**src/rtl/dbf_defs.svh**
```systemverilog
// Constants for the byte-wide input elastic buffer
`ifndef DBF_DEFS_SVH
`define DBF_DEFS_SVH
`define DBF_DEPTH 8
`define DBF_WR_PTR_RESET 3'h0
`define DBF_RD_PTR_DEFAULT 3'h4
`define DBF_SYNC_SEL_FRAME 1'b0
`define DBF_SYNC_SEL_OUTPUT_SYNC_STROBE 1'b1
`define DBF_ALARM_COLLISION 0
`define DBF_ALARM_NEAR_ONE 1
`define DBF_ALARM_NEAR_TWO 2
`define DBF_I_HI_LSB 24
`define DBF_I_LO_LSB 16
`define DBF_Q_HI_LSB 8
`endif

```
**src/rtl/dbf_pkg.sv**
```systemverilog
// Types for the byte-wide input elastic buffer
package dbf_pkg;
    typedef enum logic [1:0] {
        DBF_I_HI,
        DBF_I_LO,
        DBF_Q_HI,
        DBF_Q_LO
    } dbf_phase_t;
endpackage

```
**src/rtl/dbf_input_fifo.sv**
```systemverilog
// Byte-wide double-data-rate input path with 8-deep elastic sample buffer
//
// Overview of operation
// - Eight-bit input bus carries two 16-bit samples as bytes, bit 0 is LSB
// - Data bytes are captured on both edges of the byte clock
// - Marker is sampled on byte-clock rising edges only
// - Buffer holds two 16-bit channels, eight sample entries deep
// - Four bytes over two byte-clock periods form one 32-bit entry at write pointer
// - Read side ticks at conversion clock over interpolation, one entry per tick
// - Each write advances the write pointer; each read advances the read pointer, or loads the offset if a marker read reset is pending
// - Pointer reset puts write pointer at 0, read pointer at 4 by default
// - A three-bit offset sets the read pointer reset position
// - Rising marker edge resets pointers, write pointer always to 0
// - Sync select picks marker or output sync strobe as read reset source
// - Marker used for read reset is recaptured in the read timing first
// - Output sync strobe is sampled by conversion clock, resets read pointer alone
// - With both reset enables low, marker and strobe edges are ignored
// - Three alarms: within two, within one, and pointers equal
// - Alarms follow pointers continuously, on status bits and an alarm pin
`timescale 1ns/1ns
`include "dbf_defs.svh"

module dbf_input_fifo
    import dbf_pkg::*;
#(
    parameter int DEPTH = `DBF_DEPTH
)
(
    input wire logic REF_CLK_IN,
    input wire logic RST_IN,
    input wire logic CLK_EN_IN,
    input wire logic BYTE_CLK_IN,
    input wire logic [7:0] DATA_IN,
    input wire logic FRAME_IN,
    input wire logic CONV_CLK_IN,
    input wire logic OUT_SYNC_IN,
    input wire logic [3:0] INTERP_IN,
    input wire logic [2:0] PTR_OFFSET_IN,
    input wire logic SYNC_SEL_IN,
    input wire logic PTR_RESET_EN_IN,
    input wire logic READ_SYNC_EN_IN,
    output logic [31:0] SAMPLE_OUT,
    output logic SAMPLE_VALID_OUT,
    output logic [2:0] WR_PTR_OUT,
    output logic [2:0] RD_PTR_OUT,
    output logic [2:0] ALARM_STATUS_OUT,
    output logic ALARM_PIN_OUT
);
    localparam int PW = $clog2(DEPTH);

    if (DEPTH != 8)
    begin : g_bad_depth
        $error("Pointer ports are three bits wide, depth must be 8");
    end

    function automatic logic [PW-1:0] ptr_gap(input logic [PW-1:0] a, input logic [PW-1:0] b);
        ptr_gap = a - b;
    endfunction

    logic [31:0] mem [DEPTH];
    logic [31:0] asm_word;
    dbf_phase_t phase;
    logic [PW-1:0] wr_ptr;
    logic [PW-1:0] rd_ptr;
    logic byte_clk_q;
    logic frame_q;
    logic conv_clk_q;
    logic output_sync_strobe_q;
    logic [3:0] div_cnt;
    logic rd_sync_pend;

    logic byte_rise;
    logic byte_edge;
    logic frame_edge;
    logic conv_rise;
    logic output_sync_strobe_edge;
    logic [3:0] interp_m1;
    logic rd_tick;
    logic write_now;
    logic wr_reset;
    logic frame_rd_req;
    logic output_sync_strobe_rd_req;
    logic [PW-1:0] gap;

    // Both inputs are synchronous to the reference clock, so edges are found by compare
    assign byte_rise = BYTE_CLK_IN & ~byte_clk_q;
    assign byte_edge = BYTE_CLK_IN ^ byte_clk_q;
    assign frame_edge = byte_rise & FRAME_IN & ~frame_q;
    assign conv_rise = CONV_CLK_IN & ~conv_clk_q;
    assign output_sync_strobe_edge = conv_rise & OUT_SYNC_IN & ~output_sync_strobe_q;
    assign interp_m1 = (INTERP_IN == 4'h0) ? 4'h0 : INTERP_IN - 4'h1;
    assign rd_tick = conv_rise & (div_cnt >= interp_m1);
    assign write_now = byte_edge & ~frame_edge & (phase == DBF_Q_LO);
    assign wr_reset = frame_edge & PTR_RESET_EN_IN;
    assign frame_rd_req = frame_edge & READ_SYNC_EN_IN & (SYNC_SEL_IN == `DBF_SYNC_SEL_FRAME);
    assign output_sync_strobe_rd_req = output_sync_strobe_edge & READ_SYNC_EN_IN & (SYNC_SEL_IN == `DBF_SYNC_SEL_OUTPUT_SYNC_STROBE);
    assign gap = ptr_gap(wr_ptr, rd_ptr);

    always_ff @(posedge REF_CLK_IN)
    begin
        if (RST_IN)
        begin
            byte_clk_q <= 1'b0;
            frame_q <= 1'b0;
            conv_clk_q <= 1'b0;
            output_sync_strobe_q <= 1'b0;
        end
        else if (CLK_EN_IN)
        begin
            byte_clk_q <= BYTE_CLK_IN;
            conv_clk_q <= CONV_CLK_IN;
            if (byte_rise)
            begin
                frame_q <= FRAME_IN;
            end
            if (conv_rise)
            begin
                output_sync_strobe_q <= OUT_SYNC_IN;
            end
        end
    end

    // Byte order per sample: I high, I low, Q high, Q low; the marker edge marks I high
    always_ff @(posedge REF_CLK_IN)
    begin
        if (RST_IN)
        begin
            phase <= DBF_I_HI;
            asm_word <= 32'h0000_0000;
        end
        else if (CLK_EN_IN && byte_edge)
        begin
            if (frame_edge)
            begin
                asm_word[`DBF_I_HI_LSB +: 8] <= DATA_IN;
                phase <= DBF_I_LO;
            end
            else
            begin
                unique case (phase)
                    DBF_I_HI:
                    begin
                        asm_word[`DBF_I_HI_LSB +: 8] <= DATA_IN;
                        phase <= DBF_I_LO;
                    end
                    DBF_I_LO:
                    begin
                        asm_word[`DBF_I_LO_LSB +: 8] <= DATA_IN;
                        phase <= DBF_Q_HI;
                    end
                    DBF_Q_HI:
                    begin
                        asm_word[`DBF_Q_HI_LSB +: 8] <= DATA_IN;
                        phase <= DBF_Q_LO;
                    end
                    DBF_Q_LO:
                    begin
                        phase <= DBF_I_HI;
                    end
                endcase
            end
        end
    end

    // Storage has no reset; entries are only meaningful once written
    always_ff @(posedge REF_CLK_IN)
    begin
        if (CLK_EN_IN && write_now)
        begin
            mem[wr_ptr] <= {asm_word[31:8], DATA_IN};
        end
    end

    always_ff @(posedge REF_CLK_IN)
    begin
        if (RST_IN)
        begin
            wr_ptr <= `DBF_WR_PTR_RESET;
        end
        else if (CLK_EN_IN)
        begin
            if (wr_reset)
            begin
                wr_ptr <= `DBF_WR_PTR_RESET;
            end
            else if (write_now)
            begin
                wr_ptr <= wr_ptr + 1'b1;
            end
        end
    end

    // Marker-driven read reset waits for the next read tick, hence the phase uncertainty
    always_ff @(posedge REF_CLK_IN)
    begin
        if (RST_IN)
        begin
            rd_sync_pend <= 1'b0;
        end
        else if (CLK_EN_IN)
        begin
            if (frame_rd_req)
            begin
                rd_sync_pend <= 1'b1;
            end
            else if (rd_tick || output_sync_strobe_rd_req)
            begin
                rd_sync_pend <= 1'b0;
            end
        end
    end

    always_ff @(posedge REF_CLK_IN)
    begin
        if (RST_IN)
        begin
            div_cnt <= 4'h0;
        end
        else if (CLK_EN_IN)
        begin
            if (output_sync_strobe_rd_req || rd_tick)
            begin
                div_cnt <= 4'h0;
            end
            else if (conv_rise)
            begin
                div_cnt <= div_cnt + 4'h1;
            end
        end
    end

    always_ff @(posedge REF_CLK_IN)
    begin
        if (RST_IN)
        begin
            rd_ptr <= PTR_OFFSET_IN;
            SAMPLE_OUT <= 32'h0000_0000;
            SAMPLE_VALID_OUT <= 1'b0;
        end
        else if (CLK_EN_IN)
        begin
            SAMPLE_VALID_OUT <= rd_tick & ~output_sync_strobe_rd_req;
            if (output_sync_strobe_rd_req)
            begin
                rd_ptr <= PTR_OFFSET_IN;
            end
            else if (rd_tick)
            begin
                SAMPLE_OUT <= mem[rd_ptr];
                rd_ptr <= rd_sync_pend ? PTR_OFFSET_IN : rd_ptr + 1'b1;
            end
        end
        else
        begin
            SAMPLE_VALID_OUT <= 1'b0;
        end
    end

    // Alarms track the pointers every cycle; registered only to keep outputs glitch free
    always_ff @(posedge REF_CLK_IN)
    begin
        if (RST_IN)
        begin
            ALARM_STATUS_OUT <= 3'h0;
            ALARM_PIN_OUT <= 1'b0;
        end
        else if (CLK_EN_IN)
        begin
            ALARM_STATUS_OUT[`DBF_ALARM_COLLISION] <= (gap == 0);
            ALARM_STATUS_OUT[`DBF_ALARM_NEAR_ONE] <= (gap <= 1) || (gap >= PW'(DEPTH - 1));
            ALARM_STATUS_OUT[`DBF_ALARM_NEAR_TWO] <= (gap <= 2) || (gap >= PW'(DEPTH - 2));
            ALARM_PIN_OUT <= (gap <= 2) || (gap >= PW'(DEPTH - 2));
        end
    end

    assign WR_PTR_OUT = wr_ptr;
    assign RD_PTR_OUT = rd_ptr;

    property p_wr_advance;
        @(posedge REF_CLK_IN) disable iff (RST_IN)
        CLK_EN_IN && write_now && !wr_reset |=> wr_ptr == PW'($past(wr_ptr) + 1'b1);
    endproperty
    a_wr_advance: assert property (p_wr_advance) else $error("write pointer did not advance");

    property p_wr_reset;
        @(posedge REF_CLK_IN) disable iff (RST_IN)
        CLK_EN_IN && frame_edge && PTR_RESET_EN_IN |=> wr_ptr == 3'h0;
    endproperty
    a_wr_reset: assert property (p_wr_reset) else $error("marker edge did not clear write pointer");

    property p_output_sync_strobe_reset;
        @(posedge REF_CLK_IN) disable iff (RST_IN)
        CLK_EN_IN && output_sync_strobe_edge && READ_SYNC_EN_IN && SYNC_SEL_IN |=> rd_ptr == $past(PTR_OFFSET_IN);
    endproperty
    a_output_sync_strobe_reset: assert property (p_output_sync_strobe_reset) else $error("strobe did not load read offset");

    property p_frame_rd_reset;
        @(posedge REF_CLK_IN) disable iff (RST_IN)
        CLK_EN_IN && rd_sync_pend && rd_tick && !output_sync_strobe_rd_req |=> rd_ptr == $past(PTR_OFFSET_IN);
    endproperty
    a_frame_rd_reset: assert property (p_frame_rd_reset) else $error("recaptured marker missed");

    property p_ignore;
        @(posedge REF_CLK_IN) disable iff (RST_IN)
        CLK_EN_IN && !PTR_RESET_EN_IN && !READ_SYNC_EN_IN && frame_edge |=> wr_ptr == $past(wr_ptr) && !rd_sync_pend;
    endproperty
    a_ignore: assert property (p_ignore) else $error("disabled reset still acted");

    property p_frame_rise_only;
        @(posedge REF_CLK_IN) disable iff (RST_IN)
        !byte_rise |=> $stable(frame_q);
    endproperty
    a_frame_rise_only: assert property (p_frame_rise_only) else $error("marker sampled off rising edge");

    property p_collision;
        @(posedge REF_CLK_IN) disable iff (RST_IN)
        CLK_EN_IN && wr_ptr == rd_ptr |=> ALARM_STATUS_OUT == 3'h7 && ALARM_PIN_OUT;
    endproperty
    a_collision: assert property (p_collision) else $error("collision alarms missing");

    property p_alarm_pin;
        @(posedge REF_CLK_IN) disable iff (RST_IN)
        ALARM_PIN_OUT == ALARM_STATUS_OUT[`DBF_ALARM_NEAR_TWO];
    endproperty
    a_alarm_pin: assert property (p_alarm_pin) else $error("alarm pin disagrees with status");

    property p_read_tick;
        @(posedge REF_CLK_IN) disable iff (RST_IN)
        CLK_EN_IN && rd_tick && !output_sync_strobe_rd_req |=> SAMPLE_VALID_OUT && SAMPLE_OUT == $past(mem[rd_ptr]);
    endproperty
    a_read_tick: assert property (p_read_tick) else $error("read tick gave no sample");
endmodule

```
**config.mk**
```make
export PLATFORM = sky130hd
export DESIGN_NAME = dbf_input_fifo
export DESIGN_NICKNAME = d
export VERILOG_FILES = /design/src/rtl/dbf_pkg.sv /design/src/rtl/dbf_input_fifo.sv
export VERILOG_INCLUDE_DIRS = /design/src /design/src/rtl
export SDC_FILE = /design/constraint.sdc
export NUM_CORES = 1
export LEC_CHECK = 0
export BUFFER_PORTS_ARGS = -buffer_cell sky130_fd_sc_hd__buf_2
export CAP_MARGIN = 30
export CORE_UTILIZATION = 30
export CTS_CLUSTER_SIZE = 30
export DETAILED_ROUTE_END_ITERATION = 10
export HOLD_SLACK_MARGIN = 0.05
export PLACE_DENSITY = 0.44
export SLEW_MARGIN = 15
export SYNTH_ARGS = -nofsm -noshare
export SYNTH_HDL_FRONTEND = slang
export SYNTH_SLANG_ARGS = --single-unit
```
**constraint.sdc**
```tcl
create_clock -name REF_CLK_IN -period 6 [get_ports REF_CLK_IN]
set_clock_uncertainty 0.05 [all_clocks]
set_input_delay 1.2 -clock REF_CLK_IN [delete_from_list [all_inputs] [get_ports REF_CLK_IN]]
set_output_delay 1.2 -clock REF_CLK_IN [all_outputs]
set_load 0.005 [all_outputs]
```
==> results.yml <==
status:
  status: "finished clean"
synth:
  synthSimpleGateAreaFrac_pct: 3.95
  synth_cell_types: 43
  synth_area_mm2: 0.0129
  async_flop_share_pct: 0
  synth.net_count: 834
  synth_top_family_by_area: "multiplexers"
  synthAdderAreaFrac_pct: 1.51
  synth_compound_area_share_pct: 7.29
  muxShareOfSynthArea_pct: 13.0
  yosysSeqAreaShare_pct: 71.5
  ys_warn_count: 0
  synth_xor_area_share_pct: 0.309
  synth_ff_type: "edfxtp_1"
  synth_cells: 794
  synth_seq_cells: 333
  synth_edf_count: 259
  syn_avg_cell_area_um2: 16.3
clock_network:
  worstSkewPairLatency_ns: 0.51
  clock_path_buffers: 3
  post_cts_buffers: 0
  htree_levels: 2
  cts-root-buf: "clkbuf_16"
  cts.sinks: 333
  cts_buffers: 37
  clkTransAtPathRegs_ns: 0.06
  cts_tree: "yes"
  cts.repair.resized: 0
  hold_buffers: 0
route:
  routed_wl_mm: 29.4
  wl_per_cell_um: 20.5
  antenna_left: 0
  vias: 6939
  drc: 0
  firstDrtPassIters: 4
  viasPerCell: 4.83
  first_iter_violations: 310
power_and_ir_drop:
  p_per_area_mw_per_mm2: 336
  p_seq_share_pct: 49.5
  p_int_mw: 3.92
  comb_power_share_pct: 7.8
  p_switching_mw: 1.15
  swShare_pct: 22.7
  leakage_nw: 5.32
  vdd_drop_max_uv: 180
  power_frac_clock_pct: 42.7
finish:
  multi_input_area_mm2: 0.00344
  drive_above_1_share_pct: 21.5
  layout.nets: 909
  fillCellCount: 3965
  register_area_mm2: 0.00926
  diodes: 0
  area_growth_pct: 17.0
critical_path:
  crit_path_end: "mem[4][7]$_DFFE_PP_"
  cp-end-kind: "flop"
  crit_fanout: 24
  crit_chain: "buf_2, ha_1, nor2b_1, and3_1, nand2_1, nor2_4, buf_4"
  critical_path_class: "in -> reg"
  reg2reg_to: "mem[4][7]$_DFFE_PP_"
  slowest_delay_ns: 0.75
  cpMaxStageDelayCell: "nor2_4"
  crit_start: "BYTE_CLK_IN"
  cpLargestDelayFamily: "simple AND/OR/NAND/NOR gates"
  rr_worst_depth: 7
  crit_arrival_ns: 3.84
  ff2ff_setup_slack_ns: 2.78
  worst_ep_required_time_ns: 6.15
  worst-path-stages: 7
  r2r-start: "byte_clk_q$_SDFFE_PP0P_"
  crit_path_start_kind: "primary input"
  cp.buffers_inverters: 2
timing:
  fin_crit_ns: 3.68
  setup_tns_ns: 0
  slew_violations: 0
  fmax_mhz: 271
  max_slew_margin_pct: 42.8
  worst_pin_slew_ns: 0.857
  finalCritPeriodShare_pct: 61.4
  setup_ws_ns: 2.32
  setup_viol: 0
  hold_viol_final: 0
  rsz0062_at_grt: "false"
die:
  die_y_um: 210
  die_area_mm2: 0.0440
  start_util_pct: 30.6
  die_x_um: 210
  fp.coreArea_mm2: 0.0422
  boundaryPins: 68
  row_count: 75
worst_hold_path:
  min_path_type: "reg -> reg"
  hold_depth: 2
placed_design:
  port_buffers: 67
  dp_hpwl_mm: 17.9
  pre_cts_ws_ns: 1.76
  gp_congestion: 0.703
global_route:
  grt-ovfl-total: 0
  grt_max_degree: 99
  antenna_found_initial: 0
  grt_use_total_pct: 13.7
  grt_pass1_vias: 7089
  grt_pass1_wl_mm: 45.1
job:
  cap_violations: 0
how the worst min path moves through the flow:
stage                          from                   end  slack (ns)
4_1_cts        frame_q$_SDFFE_PP0P_  frame_q$_SDFFE_PP0P_        0.41
2_1_floorplan  frame_q$_SDFFE_PP0P_  frame_q$_SDFFE_PP0P_        0.39
3_3_place_gp   frame_q$_SDFFE_PP0P_  frame_q$_SDFFE_PP0P_        0.40
6_report       frame_q$_SDFFE_PP0P_  frame_q$_SDFFE_PP0P_        0.41
5_1_grt        frame_q$_SDFFE_PP0P_  frame_q$_SDFFE_PP0P_        0.46
3_5_place_dp   frame_q$_SDFFE_PP0P_  frame_q$_SDFFE_PP0P_        0.41
Yosys cell counts (2+ instances only):
| cell type | number | area [µm²] |
|---|---|---|
| edfxtp_1 | 259 | 7780 |
| mux2i_1 | 93 | 931 |
| a21oi_1 | 76 | 380 |
| dfxtp_1 | 74 | 1480 |
| nor2_1 | 43 | 161 |
| a311oi_1 | 32 | 280 |
| mux4_2 | 32 | 721 |
| o22ai_1 | 32 | 200 |
| buf_2 | 20 | 100 |
| clkbuf_1 | 20 | 75.1 |
| ha_1 | 14 | 175 |
| nand2_1 | 13 | 48.8 |
| nand3_1 | 10 | 50.1 |
| inv_1 | 8 | 30.0 |
| nor3_1 | 8 | 40.0 |
| buf_4 | 7 | 52.6 |
| nand2b_1 | 7 | 43.8 |
| buf_6 | 5 | 56.3 |
| o21ai_0 | 5 | 25.0 |
| nor3b_1 | 4 | 30.0 |
| nor2b_1 | 3 | 18.8 |
| and3b_1 | 2 | 17.5 |
| nand3_2 | 2 | 20.0 |
| nand3b_1 | 2 | 15.0 |
| nand4_1 | 2 | 12.5 |
| o211ai_1 | 2 | 15.0 |
| or2_2 | 2 | 12.5 |
| xnor2_1 | 2 | 17.5 |
power by group through the flow:
stage / clock (mW) / combinational [mW] / sequential (mW)
after floorplan: 0 / 0.280 / 2.56
after global placement: 0 / 0.397 / 2.56
after detailed placement: 0 / 0.404 / 2.56
after CTS: 2.23 / 0.406 / 2.51
after global routing: 2.32 / 0.434 / 2.52
final: 2.17 / 0.395 / 2.51
worst min-delay path, cell delays in order, from the launching register on:
cell,delay (ns)
dfxtp_1,0.31
nand2_1,0.05
a21oi_1,0.05
stage by stage:
stage	instances	hold WS (ns)	utilization, %	instance area, µm²	power [mW]
after detailed placement	1369	0.407	33.1	14000	2.97
after global placement	1364	0.399	32.9	13900	2.96
final	1436	0.409	35.8	15100	5.08
after CTS	1436	0.414	35.8	15100	5.15
after floorplan	794	0.390	-	12900	2.84
after global routing	1436	0.455	35.8	15100	5.27
cell families after synthesis:
| kind of cell | after synthesis |
|---|---|
| AO/OA/AOI/OAI | 153 |
| adder cells (fa/ha/maj) | 15 |
| flip-flops | 333 |
| XOR/XNOR | 3 |
| AND/OR/NAND/NOR | 103 |
| buffers and inverters | 60 |
| multiplexers | 127 |
routing by layer:
layer	share of wire, %	global-route usage, %	up-vias
li1	-	-	3282
met4	1.7	3.62	0
met3	3.5	2.45	38
met2	47	22.2	113
met1	48	18.7	3506
met5	0	0	-
placed cells by master, fill, tap and decap left out, types with 8 or more instances in the layout:
cell / count
o22ai_1: 32
a311oi_1: 32
nand2_1: 13
mux2i_1: 93
inv_1: 8
mux4_2: 32
clkbuf_16: 37
buf_2: 67
edfxtp_1: 259
a21oi_1: 76
nand3_1: 10
dfxtp_1: 74
buf_4: 15
ha_1: 14
nor2_1: 37
sequential cells by signal (all words and copies together), names as in the netlist, 2 cells and up:
signal	cells
asm_word	24
WR_PTR_OUT	3
div_cnt	4
ALARM_STATUS_OUT	3
mem	256
SAMPLE_OUT	32
RD_PTR_OUT	3
phase	2
area by class of cell:
class | count | share of cell area [%]
Sequential cell | 333 | 61.2
Tap cell | 539 | 4.46
Timing Repair Buffer | 88 | 3.76
Clock inverter | 20 | 1.04
Inverter | 8 | 0.198
Clock buffer | 47 | 6.63
Multi-Input combinational cell | 401 | 22.7
(Power assumes the default switching activity.)
